[src/logic/pmt_osc.sv]
// pulse metering package and tone resonator
package pmt_pkg;
    // register indices on the decoded register port
    localparam logic [6:0] PMT_REG_FREQ = 7'h00;
    localparam logic [6:0] PMT_REG_AMPL = 7'h01;
    localparam logic [6:0] PMT_REG_STEP = 7'h02;
    localparam logic [6:0] PMT_REG_ON_LO = 7'h03;
    localparam logic [6:0] PMT_REG_ON_HI = 7'h04;
    localparam logic [6:0] PMT_REG_OFF_LO = 7'h05;
    localparam logic [6:0] PMT_REG_OFF_HI = 7'h06;
    localparam logic [6:0] PMT_REG_AGC_TH = 7'h07;
    localparam logic [6:0] PMT_REG_CTRL = 7'h08;
    localparam logic [6:0] PMT_REG_GAIN = 7'h09;
    localparam logic [6:0] PMT_REG_IRQ_FLAGS = 7'h0A;
    localparam logic [6:0] PMT_REG_IRQ_EN = 7'h0B;
    localparam logic [6:0] PMT_REG_IMPED = 7'h0C;
    // tone_control fields
    localparam int PMT_CTRL_GEN_EN = 0;
    localparam int PMT_CTRL_ON_EN = 1;
    localparam int PMT_CTRL_OFF_EN = 2;
    localparam int PMT_CTRL_PRESENT = 3;
    // audio_gain_control fields
    localparam int PMT_GAIN_TX_ATT = 0;
    localparam int PMT_GAIN_TX_MUTE = 1;
    localparam int PMT_GAIN_RX_ATT_LO = 2;
    localparam int PMT_GAIN_RX_MUTE = 4;
    // interrupt flag and enable fields
    localparam int PMT_IRQ_ON = 0;
    localparam int PMT_IRQ_OFF = 1;
    // impedance register field
    localparam int PMT_IMP_ON = 0;
    // reset values
    localparam logic [15:0] PMT_RST_ZERO = 16'h0000;
    localparam logic PMT_RST_IMP_ON = 1'b1;
    // envelope limits and oscillator scaling
    localparam logic [15:0] PMT_VOL_MAX = 16'h7FFF;
    localparam int PMT_VOL_SHIFT = 15;
    localparam int PMT_COEF_SHIFT = 14;
    localparam logic [15:0] PMT_FREQ_MASK = 16'hFFF8;
    // timing
    localparam int PMT_CLK_HZ = 125000000;
    localparam int PMT_TICK_HZ = 8000;
    localparam int PMT_SAMPLE_HZ = 64000;
    localparam int PMT_TICK_CYC = PMT_CLK_HZ / PMT_TICK_HZ;
    localparam int PMT_SAMPLE_CYC = PMT_CLK_HZ / PMT_SAMPLE_HZ;
    // cadence states
    typedef enum logic [1:0] {PMT_IDLE, PMT_ON, PMT_OFF} pmt_state_t;
endpackage

`timescale 1ns/1ns
// two-pole resonator: y[n] = 2c*y[n-1] - y[n-2], c in Q14
module pmt_osc import pmt_pkg::*; (
    input wire logic clk_i,                 // system clock
    input wire logic nrst_i,                // sync reset, active low
    input wire logic sample_en_i,           // 64 kHz step enable
    input wire logic run_i,                 // oscillate when high
    input wire logic [15:0] coef_i,         // frequency coefficient
    input wire logic [15:0] ampl_i,         // amplitude coefficient
    output logic signed [15:0] sample_o     // sinusoid sample
);
    logic signed [15:0] y1;
    logic signed [15:0] y2;
    logic signed [15:0] c;
    logic signed [33:0] prod;
    logic signed [33:0] next_y;

    // bits 2:0 of the coefficient carry no weight
    assign c = $signed(coef_i & PMT_FREQ_MASK); // RL1
    assign prod = 34'(c * y1) <<< 1;
    assign next_y = (prod >>> PMT_COEF_SHIFT) - 34'(y2);

    // seed with the amplitude while stopped, so a burst starts clean only if the previous one decayed to zero first
    always_ff @(posedge clk_i) begin
        if (!nrst_i || !run_i) begin
            y1 <= $signed(ampl_i); // RL2
            y2 <= $signed(PMT_RST_ZERO);
        end else if (sample_en_i) begin
            y1 <= next_y[15:0]; // RL1
            y2 <= y1;
        end
    end

    assign sample_o = y1;
endmodule

[src/logic/pmt_tone_gain.sv]
// pulse metering tone generator with cadence timers and audio gain control
// Notes on behaviour
// RL1: oscillator frequency follows coefficient bits 15:3, cosine at 64 kHz sampling, Q14.
// RL2: amplitude coefficient scales oscillator output against half-volt full scale.
// RL3: every sinusoid sample is multiplied by envelope volume before the DAC.
// RL4: while tone on, volume rises by step value at every 8 kHz tick.
// RL5: volume starts at zero and saturates at 7FFF during attack.
// RL6: attack halts while transmit level exceeds the AGC threshold.
// RL7: tone off makes volume fall by step each tick down to zero.
// RL8: on and off cadence timers are 16 bits, 125 us per count.
// RL9: each timer expiry sets its own flag when its enable bit is set.
// RL10: control holds generator, on-timer, off-timer enables and read-only waveform present.
// RL11: writing 0 to impedance bit switches off series, pole and zero coefficients.
// RL12: transmit attenuation 0 gives nominal gain, 1 adds 3 dB.
// RL13: transmit mute silences transmit output regardless of attenuation.
// RL14: receive attenuation 00, 01, 10 give 0, 3.5, 6 dB attenuation.
// RL15: receive mute suppresses line output regardless of attenuation field.
// RL16: host never writes receive attenuation code 11; it is reserved.
// RL17: with both timers on, on-expiry starts decay, off-expiry restarts tone.
`timescale 1ns/1ns
module pmt_tone_gain import pmt_pkg::*; #(
    parameter int TICK_CYC = PMT_TICK_CYC,      // cycles per 8 kHz tick
    parameter int SAMPLE_CYC = PMT_SAMPLE_CYC   // cycles per 64 kHz sample
) (
    input wire logic CLK_I,                 // 125 MHz clock
    input wire logic NRST_I,                // sync reset, active low
    input wire logic [6:0] REG_ADDR_I,      // register index
    input wire logic [15:0] REG_WDATA_I,    // write data
    input wire logic REG_WE_I,              // write strobe, one cycle
    input wire logic REG_RE_I,              // read strobe, one cycle
    output logic [15:0] REG_RDATA_O,        // read data, registered
    input wire logic [15:0] TX_LEVEL_I,     // transmit path magnitude
    output logic signed [15:0] TONE_DAC_O,  // enveloped tone sample
    output logic TX_ATTEN_O,                // transmit extra 3 dB
    output logic TX_MUTE_O,                 // transmit muted
    output logic [1:0] RX_ATTEN_O,          // receive attenuation code
    output logic RX_MUTE_O,                 // receive muted
    output logic IMPEDANCE_ON_O             // analog impedance coefs on
);
    localparam int TW = $clog2(TICK_CYC);
    localparam int SW = $clog2(SAMPLE_CYC);

    logic [15:0] tone_frequency_coefficient;
    logic [15:0] tone_amplitude_coefficient;
    logic [15:0] tone_envelope_step;
    logic [15:0] tone_on_period;
    logic [15:0] tone_off_period;
    logic [15:0] tone_agc_threshold;
    logic tone_generator_enable;
    logic tone_on_timer_enable;
    logic tone_off_timer_enable;
    logic tone_waveform_present;
    logic [4:0] audio_gain_control;
    logic [1:0] interrupt_flags_first;
    logic [1:0] interrupt_enables_first;
    logic impedance_synthesis_off;
    logic [TW-1:0] tick_cnt;
    logic [SW-1:0] samp_cnt;
    logic tick;
    logic samp;
    logic [15:0] volume;
    logic [16:0] vol_up;
    logic [15:0] timer;
    pmt_state_t state;
    logic tone_on;
    logic on_expire;
    logic off_expire;
    logic clear_flags;
    logic signed [15:0] osc_sample;
    logic signed [31:0] shaped;

    function automatic logic hit(input logic [6:0] a);
        hit = REG_WE_I && (REG_ADDR_I == a);
    endfunction

    // 8 kHz and 64 kHz enables from the one clock
    always_ff @(posedge CLK_I) begin
        if (!NRST_I || tick) begin
            tick_cnt <= '0;
        end else begin
            tick_cnt <= tick_cnt + TW'(1);
        end
    end
    assign tick = (tick_cnt == TW'(TICK_CYC - 1)); // RL8

    always_ff @(posedge CLK_I) begin
        if (!NRST_I || samp) begin
            samp_cnt <= '0;
        end else begin
            samp_cnt <= samp_cnt + SW'(1);
        end
    end
    assign samp = (samp_cnt == SW'(SAMPLE_CYC - 1));

    // coefficient, threshold and timer period registers
    always_ff @(posedge CLK_I) begin
        if (!NRST_I) begin
            tone_frequency_coefficient <= PMT_RST_ZERO;
            tone_amplitude_coefficient <= PMT_RST_ZERO;
            tone_envelope_step <= PMT_RST_ZERO;
            tone_agc_threshold <= PMT_RST_ZERO;
            tone_on_period <= PMT_RST_ZERO;
            tone_off_period <= PMT_RST_ZERO;
        end else begin
            if (hit(PMT_REG_FREQ)) tone_frequency_coefficient <= REG_WDATA_I;
            if (hit(PMT_REG_AMPL)) tone_amplitude_coefficient <= REG_WDATA_I;
            if (hit(PMT_REG_STEP)) tone_envelope_step <= REG_WDATA_I;
            if (hit(PMT_REG_AGC_TH)) tone_agc_threshold <= REG_WDATA_I;
            // timers are split into byte halves
            if (hit(PMT_REG_ON_LO)) tone_on_period[7:0] <= REG_WDATA_I[7:0];
            if (hit(PMT_REG_ON_HI)) tone_on_period[15:8] <= REG_WDATA_I[7:0];
            if (hit(PMT_REG_OFF_LO)) tone_off_period[7:0] <= REG_WDATA_I[7:0];
            if (hit(PMT_REG_OFF_HI)) tone_off_period[15:8] <= REG_WDATA_I[7:0];
        end
    end

    // control, gain, enables and impedance bits
    always_ff @(posedge CLK_I) begin
        if (!NRST_I) begin
            tone_generator_enable <= 1'b0;
            tone_on_timer_enable <= 1'b0;
            tone_off_timer_enable <= 1'b0;
            audio_gain_control <= '0;
            interrupt_enables_first <= '0;
            impedance_synthesis_off <= PMT_RST_IMP_ON;
        end else begin
            if (hit(PMT_REG_CTRL)) begin
                tone_generator_enable <= REG_WDATA_I[PMT_CTRL_GEN_EN]; // RL10
                tone_on_timer_enable <= REG_WDATA_I[PMT_CTRL_ON_EN]; // RL10
                tone_off_timer_enable <= REG_WDATA_I[PMT_CTRL_OFF_EN]; // RL10
            end
            if (hit(PMT_REG_GAIN)) begin
                audio_gain_control <= REG_WDATA_I[4:0];
            end
            if (hit(PMT_REG_IRQ_EN)) begin
                interrupt_enables_first <= REG_WDATA_I[1:0];
            end
            if (hit(PMT_REG_IMPED)) begin
                impedance_synthesis_off <= REG_WDATA_I[PMT_IMP_ON]; // RL11
            end
        end
    end

    // cadence sequencer; the single timer serves whichever phase runs
    always_ff @(posedge CLK_I) begin
        if (!NRST_I || !tone_generator_enable) begin
            state <= PMT_IDLE;
            timer <= PMT_RST_ZERO;
        end else begin
            unique case (state)
                PMT_IDLE: begin
                    state <= PMT_ON;
                    timer <= tone_on_period; // RL8
                end
                PMT_ON: begin
                    if (tick && tone_on_timer_enable) begin
                        if (timer != PMT_RST_ZERO) begin
                            timer <= timer - 16'h0001; // RL8
                        end else if (tone_off_timer_enable) begin
                            state <= PMT_OFF; // RL17
                            timer <= tone_off_period; // RL17
                        end else begin
                            timer <= tone_on_period;
                        end
                    end
                end
                PMT_OFF: begin
                    if (tick) begin
                        if (timer != PMT_RST_ZERO) begin
                            timer <= timer - 16'h0001; // RL8
                        end else begin
                            state <= PMT_ON; // RL17
                            timer <= tone_on_period;
                        end
                    end
                end
            endcase
        end
    end

    assign on_expire = (state == PMT_ON) && tick && tone_on_timer_enable
        && (timer == PMT_RST_ZERO);
    assign off_expire = (state == PMT_OFF) && tick && (timer == PMT_RST_ZERO);
    assign tone_on = (state == PMT_ON);

    // sticky flags, cleared by reading them; a new expiry wins over the clear
    assign clear_flags = REG_RE_I && (REG_ADDR_I == PMT_REG_IRQ_FLAGS);
    always_ff @(posedge CLK_I) begin
        if (!NRST_I) begin
            interrupt_flags_first <= '0;
        end else begin
            interrupt_flags_first[PMT_IRQ_ON] <= (on_expire
                && interrupt_enables_first[PMT_IRQ_ON]) // RL9
                || (interrupt_flags_first[PMT_IRQ_ON] && !clear_flags);
            interrupt_flags_first[PMT_IRQ_OFF] <= (off_expire
                && interrupt_enables_first[PMT_IRQ_OFF]) // RL9
                || (interrupt_flags_first[PMT_IRQ_OFF] && !clear_flags);
        end
    end

    // linear envelope: attack saturates, decay floors at zero
    assign vol_up = 17'(volume) + 17'(tone_envelope_step);
    always_ff @(posedge CLK_I) begin
        if (!NRST_I) begin
            volume <= PMT_RST_ZERO; // RL5
        end else if (tick) begin
            if (tone_on) begin
                if (TX_LEVEL_I > tone_agc_threshold) begin
                    volume <= volume; // RL6
                end else if (vol_up > 17'(PMT_VOL_MAX)) begin
                    volume <= PMT_VOL_MAX; // RL5
                end else begin
                    volume <= vol_up[15:0]; // RL4
                end
            end else if (volume > tone_envelope_step) begin
                volume <= volume - tone_envelope_step; // RL7
            end else begin
                volume <= PMT_RST_ZERO; // RL7
            end
        end
    end
    assign tone_waveform_present = (volume != PMT_RST_ZERO); // RL10

    pmt_osc u_osc (
        .clk_i(CLK_I),
        .nrst_i(NRST_I),
        .sample_en_i(samp),
        .run_i(tone_on || tone_waveform_present),
        .coef_i(tone_frequency_coefficient),
        .ampl_i(tone_amplitude_coefficient),
        .sample_o(osc_sample)
    );

    // shape each sample by the envelope before the DAC
    assign shaped = osc_sample * $signed({1'b0, volume[14:0]});
    always_ff @(posedge CLK_I) begin
        if (!NRST_I) begin
            TONE_DAC_O <= '0;
        end else begin
            TONE_DAC_O <= shaped[PMT_VOL_SHIFT +: 16]; // RL3
        end
    end

    // gain controls; mute dominates attenuation in the analog stage
    always_ff @(posedge CLK_I) begin
        if (!NRST_I) begin
            TX_ATTEN_O <= 1'b0;
            TX_MUTE_O <= 1'b0;
            RX_ATTEN_O <= 2'h0;
            RX_MUTE_O <= 1'b0;
            IMPEDANCE_ON_O <= PMT_RST_IMP_ON;
        end else begin
            TX_MUTE_O <= audio_gain_control[PMT_GAIN_TX_MUTE]; // RL13
            TX_ATTEN_O <= audio_gain_control[PMT_GAIN_TX_ATT]
                && !audio_gain_control[PMT_GAIN_TX_MUTE]; // RL12
            RX_MUTE_O <= audio_gain_control[PMT_GAIN_RX_MUTE]; // RL15
            // code 11 is passed unchanged; the host must not use it
            RX_ATTEN_O <= audio_gain_control[PMT_GAIN_RX_ATT_LO +: 2]; // RL14
            IMPEDANCE_ON_O <= impedance_synthesis_off; // RL11
        end
    end

    // registered read data, zero for unmapped indices
    always_ff @(posedge CLK_I) begin
        if (!NRST_I) begin
            REG_RDATA_O <= PMT_RST_ZERO;
        end else if (REG_RE_I) begin
            unique case (REG_ADDR_I)
                PMT_REG_FREQ: REG_RDATA_O <= tone_frequency_coefficient;
                PMT_REG_AMPL: REG_RDATA_O <= tone_amplitude_coefficient;
                PMT_REG_STEP: REG_RDATA_O <= tone_envelope_step;
                PMT_REG_ON_LO: REG_RDATA_O <= {8'h00, tone_on_period[7:0]};
                PMT_REG_ON_HI: REG_RDATA_O <= {8'h00, tone_on_period[15:8]};
                PMT_REG_OFF_LO: REG_RDATA_O <= {8'h00, tone_off_period[7:0]};
                PMT_REG_OFF_HI: REG_RDATA_O <= {8'h00, tone_off_period[15:8]};
                PMT_REG_AGC_TH: REG_RDATA_O <= tone_agc_threshold;
                PMT_REG_CTRL: REG_RDATA_O <= {12'h000, tone_waveform_present,
                    tone_off_timer_enable, tone_on_timer_enable, tone_generator_enable};
                PMT_REG_GAIN: REG_RDATA_O <= {11'h000, audio_gain_control};
                PMT_REG_IRQ_FLAGS: REG_RDATA_O <= {14'h0000, interrupt_flags_first};
                PMT_REG_IRQ_EN: REG_RDATA_O <= {14'h0000, interrupt_enables_first};
                PMT_REG_IMPED: REG_RDATA_O <= {15'h0000, impedance_synthesis_off};
                default: REG_RDATA_O <= PMT_RST_ZERO;
            endcase
        end
    end
endmodule

[config.mk]
export PLATFORM = sky130hd
export DESIGN_NAME = pmt_tone_gain
export DESIGN_NICKNAME = d
export VERILOG_FILES = /design/src/logic/pmt_osc.sv /design/src/logic/pmt_tone_gain.sv
export SDC_FILE = /design/constraint.sdc
export NUM_CORES = 2
export LEC_CHECK = 0
export ABC_CLOCK_PERIOD_IN_PS = 9200
export BUFFER_PORTS_ARGS = -buffer_cell sky130_fd_sc_hd__buf_2
export CORE_ASPECT_RATIO = 0.8
export CORE_MARGIN = 5
export CORE_UTILIZATION = 37
export CTS_BUF_LIST = sky130_fd_sc_hd__clkbuf_8
export DETAILED_ROUTE_END_ITERATION = 7
export PLACE_DENSITY = 0.49
export SYNTH_ARGS = -nofsm -noshare
export SYNTH_HDL_FRONTEND = slang
export SYNTH_SLANG_ARGS = --single-unit
[constraint.sdc]
create_clock -name CLK_I -period 9.2 [get_ports CLK_I]
set_input_delay 0.92 -clock CLK_I [delete_from_list [all_inputs] [get_ports CLK_I]]
set_output_delay 0.92 -clock CLK_I [all_outputs]
set_load 0.005 [all_outputs]
Word level (Yosys, flattened, before mapping)
Cells that the tools add are included.
Widths: inputs -> output; s select.
{"block": "word_totals", "word_cells": 126, "latchBits": 0, "out_inout_bits": 38, "mem_bits_ro": 0, "mem_count": 0, "ram_bits": 0, "in_bits": 43, "regBits": 238}
{"block": "classes", "eq_ne": 22, "shifts": 0, "bitwise_logic": 0, "addsub": 6, "div": 0, "n_reduce_logical": 45, "n_mul": 2, "n_lt_le_gt_ge": 3, "n_mux": 19}
{"cell": "$pmux 16 s13", "count": 1}
{"cell": "$mux 16", "count": 11}
{"cell": "$pmux 16 s3", "count": 1}
{"cell": "$eq 7x4->1 const B", "count": 5}
{"cell": "$gt 16x16->1", "count": 2}
{"cell": "$reduce_bool 16->1", "count": 2}
{"cell": "$sub 16x16->16", "count": 2}
{"cell": "$mul 16x16->31", "count": 1}
{"cell": "$eq 7x3->1 const B", "count": 4}
{"cell": "$mul 13x16->26", "count": 1}
{"cell": "$logic_and 1x1->1", "count": 24}
{"cell": "$add 16x16->17", "count": 1}
{"cell": "$gt 17x15->1 const B", "count": 1}
{"cell": "$logic_not 16->1", "count": 1}
{"cell": "$sub 16x1->16 const B", "count": 1}
{"cell": "$add 14x1->14 const B", "count": 1}
{"cell": "$eq 14x14->1 const B", "count": 1}
{"cell": "$eq 7x2->1 const B", "count": 2}
{"cell": "$add 11x1->11 const B", "count": 1}
{"cell": "$eq 11x11->1 const B", "count": 1}
{"cell": "$mux 2", "count": 5}
{"cell": "$ne 2x2->1 const B", "count": 5}
{"cell": "$eq 7x1->1 const B", "count": 1}
{"cell": "$logic_not 7->1", "count": 1}
{"cell": "other kinds (10)", "count": 21}

Logic depth before layout (Yosys ltp)
{"block": "depth", "ltp_word": 6, "ltp_mapped": 29, "ltp_nobuf": 28}

Cells and area by module
A second synthesis with hierarchy kept.
{"block": "unflattened", "cells_unflattened": 3229, "hier_area_um2": 28622.5}
{"mod": "pmt_tone_gain", "area_each_um2": 20065.5, "cells_each": 2314, "seq_area_each_um2": 4124.0, "n_inst": 1}
{"mod": "pmt_osc", "area_each_um2": 8557.0, "cells_each": 915, "seq_area_each_um2": 800.8, "n_inst": 1}

Worst setup path after synthesis
OpenSTA, ideal clock, no wires.
{"block": "synth_path", "path_kind": "reg-to-reg", "start": "register u_osc.y1[7] (netlist: u_osc.sample_o[7])", "end": "register u_osc.y1[12] (netlist: u_osc.sample_o[12]) (data pin)", "period_less_slack_ns": 6.849, "required_time_ns": 9.031, "arrival_ns": 6.679, "stages_incl_launch_ff": 30, "setup_slack_ns": 2.351, "cell_sequence": "edfxtp_1 > clkbuf_1 > and2_1 > fa_1 > inv_1 > fa_1 > inv_1 > fa_1 > inv_1 > fa_1 > inv_1 > fa_1 > ha_1 > ha_1 > nand4_1 > nor3_1 > o21a_1 > or2_2 > ha_1 > inv_1 > fa_1 > a21o_1 > a21oi_1 > o21bai_1 > a21oi_1 > o21ai_0 > a211oi_1 > o21ai_0 > and3_1 > o31ai_1"}
{"block": "synth_via", "elab_chain_len": 4}
{"element": "start: declaration", "line_no": "pmt_osc.sv:61", "source": "logic signed [15:0] y1;"}
{"element": "start signal: assignment", "line_no": "pmt_osc.sv:75", "source": "y1 <= $signed(ampl_i);"}
{"element": "start signal: assignment", "line_no": "pmt_osc.sv:78", "source": "y1 <= next_y[15:0];"}
{"element": "$mul 13x16->26", "line_no": "pmt_osc.sv:69", "source": "assign prod = 34'(c * y1) <<< 1;"}
{"element": "$sub 16x16->16", "line_no": "pmt_osc.sv:70", "source": "assign next_y = (prod >>> PMT_COEF_SHIFT) - 34'(y2);"}
{"element": "$mux 16", "line_no": "pmt_osc.sv:77", "source": "end else if (sample_en_i) begin"}
{"element": "$mux 16", "line_no": "pmt_osc.sv:74", "source": "if (!nrst_i || !run_i) begin"}
No other way between the ends. The select of a mux whose other input is x is not followed.
A chain may end at the register's enable or synchronous reset.

Worst setup path after layout
{"block": "layout_path", "start": "register tone_frequency_coefficient[4]", "end": "register u_osc.y1[12] (netlist: u_osc.sample_o[12]) (data pin)"}
{"block": "layout_via", "elab_chain_len": 4}
{"element": "start: declaration", "line_no": "pmt_tone_gain.sv:43", "source": "logic [15:0] tone_frequency_coefficient;"}
{"element": "start signal: assignment", "line_no": "pmt_tone_gain.sv:98", "source": "tone_frequency_coefficient <= PMT_RST_ZERO;"}
{"element": "start signal: assignment", "line_no": "pmt_tone_gain.sv:105", "source": "if (hit(PMT_REG_FREQ)) tone_frequency_coefficient <= REG_WDATA_I;"}
{"element": "$mul 13x16->26", "line_no": "pmt_osc.sv:69"}
{"element": "$sub 16x16->16", "line_no": "pmt_osc.sv:70"}
{"element": "$mux 16", "line_no": "pmt_osc.sv:77"}
{"element": "$mux 16", "line_no": "pmt_osc.sv:74"}
No other way between the ends. The select of a mux whose other input is x is not followed.

==> flow_metrics.py <==
metrics = {
    "worst_setup_path": {
        "path_common_cell": "fa_1",
        "critPathMaxStageDelay_ns": 0.53,
        "cp_max_fo": 18,
        "crit_slowest_cell": "dfxtp_1",
        "crit_type": "reg -> reg",
        "end_kind": "flip-flop",
        "cp-start-kind": "flip-flop",
        "cp_data_required_time_ns": 9.68,
        "cp_data_arrival_time_ns": 8.24,
    },
    "clock_tree": {
        "cts_buffer_depth": 3,
        "cts_tree": "done",
        "clk_latency_ns": 0.66,
        "htreeDepth": 2,
        "cts_root_buf": "clkbuf_8",
        "cts_sinks": 238,
        "post_cts_buffers": 0,
        "ctsHoldBuffers": 0,
        "path_clk_slew_ns": 0.06,
        "post_cts_resized": 0,
        "cts-buffers-inserted": 49,
    },
    "logic_synthesis": {
        "yosysSeqAreaShare": 0.1750,
        "ys_async_sr_fraction": 0,
        "synthCells": 3270,
        "syn_area_mm2": 0.02814,
        "synthTopCellsByCount": "501 x inv_1, 475 x nand2_1, 420 x fa_1, 222 x dfxtp_1, 218 x and2_1",
        "yosysWarnings": 0,
        "synthesis.nets": 3941,
        "netlist.area_leader.share": 0.2988,
        "synth_seq_cells": 238,
        "synth_edf_count": 16,
        "synth_area_leader_cell": "fa_1",
        "synthTopCellsByArea": "fa_1 30%, dfxtp_1 16%, ha_1 9.2%",
        "synth_cell_type_count": 76,
        "postSynthAreaPerCell_um2": 8.605,
        "synth_most_common_cell": "inv_1",
        "synthFlopType": "dfxtp_1",
    },
    "sta": {
        "timing.fmax_mhz": 128.9,
        "fin_setup_tns_ns": 0,
        "slew_viol_final": 0,
        "setup_violations": 0,
        "min_period_ns": 7.758,
        "hold_viol_final": 0,
        "fin_crit_sh": 0.8433,
        "worstMarginPinSlew_ns": 1.178,
        "slew_headroom": 0.2146,
        "rsz0062_at_grt": "false",
        "finalClockSkew_ns": 0.02728,
    },
    "grt": {
        "grt_max_degree": 79,
        "grt_pass1_wl_um": 133700,
        "overflow": 0,
        "track_usage": 0.2052,
        "antenna_found_initial": 2,
        "grt_pass1_vias": 23013,
    },
    "drt": {
        "vias_per_cell": 5.201,
        "ant_nets": 0,
        "drt_iter0_markers": 1618,
        "wire_per_inst_um": 19.42,
        "num_vias": 22458,
        "drc": 0,
        "drtPass1Iterations": 6,
        "wl_um": 83880,
    },
    "floorplan": {
        "rows": 90,
        "core_area_mm2": 0.07545,
        "initial_core_util": 0.3730,
        "dieArea_mm2": 0.08170,
        "fp.dieW_um": 318.3,
        "die_h_um": 256.7,
        "ios": 81,
    },
    "placed_design": {
        "post-dp-hpwl_um": 64710,
        "place_area_mm2": 0.02947,
        "place_congestion": 0.9112,
        "portBuffers": 80,
    },
    "worst_hold_path": {
        "min_path_type": "reg -> reg",
    },
    "final_layout": {
        "drive_gt1_frac": 0.06695,
        "final_core_utilization": 0.4043,
        "fin_nets": 3935,
        "finalInstanceArea_mm2": 0.03050,
        "syn_to_final_growth_pct": 8.390,
    },
    "power_and_ir_drop": {
        "power_mw": 2.334,
        "power.density_mw_per_mm2": 76.51,
        "cellLeakagePower_nw": 13.73,
        "irDropWorstVdd_v": 0.00009875,
    },
    "job": {
        "maxCapViolCount": 0,
    },
    "outcome": {
        "run_status": "completed",
    },
}
[report_power, final]
group          switching, mW  internal (mW)
sequential           0.00567           1.04
combinational         0.0669         0.0253
clock                  0.539          0.652
total                  0.612           1.72
[critical path, delay by kind of cell, from the launching register on]
family	cells	cell delay, ns
DFF	1	0.53
adders and majority gates	9	3.69
buffers and inverters	5	0.29
AOI/OAI and AO/OA	9	2.01
and+or+nand+nor	5	1.03
[final timing paths]
path	from	end	slack (ns)	cells after the start
worst max-delay path	tone_frequency_coefficient[4]	u_osc.sample_o[12]	1.44	28
worst max register to register	tone_frequency_coefficient[4]	u_osc.sample_o[12]	1.44	28
worst min-delay path	u_osc.y2[13]	u_osc.y2[13]	0.45	2
worst min register to register	u_osc.y2[13]	u_osc.y2[13]	0.45	2
[placed cells by master, fill, tap and decap left out, types with 17 or more instances in the layout]
cell type / Yosys / layout
nor3_1: 38 / 38
a31oi_1: 22 / 22
fa_1: 420 / 420
dfxtp_1: 222 / 222
o211ai_1: 22 / 22
inv_1: 501 / 521
nor2b_1: 21 / 21
and3_1: 25 / 25
mux2i_1: 42 / 42
nand2b_1: 20 / 20
buf_4: 1 / 44
clkbuf_8: 0 / 57
xnor2_1: 59 / 59
a22oi_1: 36 / 36
and2_1: 218 / 218
a21oi_1: 174 / 174
a21o_1: 28 / 28
o21a_1: 17 / 17
ha_1: 208 / 208
nor2_1: 173 / 173
nand3_1: 50 / 50
buf_2: 10 / 80
o21ai_0: 87 / 87
xor2_1: 43 / 43
nand2_1: 475 / 475
[cells by family after synthesis]
family | synth area share
buffers and inverters | 0.09182
xor gates and xnor gates | 0.03255
AOI/OAI and AO/OA | 0.1054
muxes | 0.02134
and+or+nand+nor | 0.1826
adders and majority gates | 0.3913
DFF | 0.1750
[layout make-up]
class | count | area [um2]
fill | 7765 | 44950
multi-input combinational | 2348 | 20660
sequential | 238 | 4925
inverter | 503 | 1891
tap | 1012 | 1266
clock buffer | 57 | 784.5
timing repair buffer | 124 | 730.7
clock inverter | 31 | 234.0
antenna | 5 | 12.51
[through the flow]
step | hold WS [ns] | std cells | worst slack, ns
detailed placement | 0.4473 | 4225 | 1.491
global placement | 0.4407 | 4225 | 1.519
global route | 0.4722 | 4318 | 1.033
CTS | 0.4552 | 4313 | 1.442
floorplan | 0.4287 | 3270 | 2.351
finish | 0.4535 | 4318 | 1.442
[routing by layer]
layer | routed length [um] | track usage | vias to the layer above
met5 | 0 | 0 | -
met4 | 1575 | 0.03990 | 0
met3 | 5682 | 0.04266 | 91
met2 | 35330 | 0.3037 | 583
met1 | 41290 | 0.3115 | 11408
li1 | - | - | 10376
[sequential cells by signal, summed over array words and instances, names as in the netlist, 2 cells and up]
name                        cells
REG_RDATA_O                    16
RX_ATTEN_O                      2
TONE_DAC_O                     16
audio_gain_control              5
interrupt_enables_first         2
interrupt_flags_first           2
samp_cnt                       11
state                           2
tick_cnt                       14
timer                          16
tone_agc_threshold             16
tone_amplitude_coefficient     16
tone_envelope_step             16
tone_frequency_coefficient     16
tone_off_period                16
tone_on_period                 16
u_osc.sample_o                 16
u_osc.y2                       16
volume                         16
Note: power is estimated with default switching activity, not from simulation.
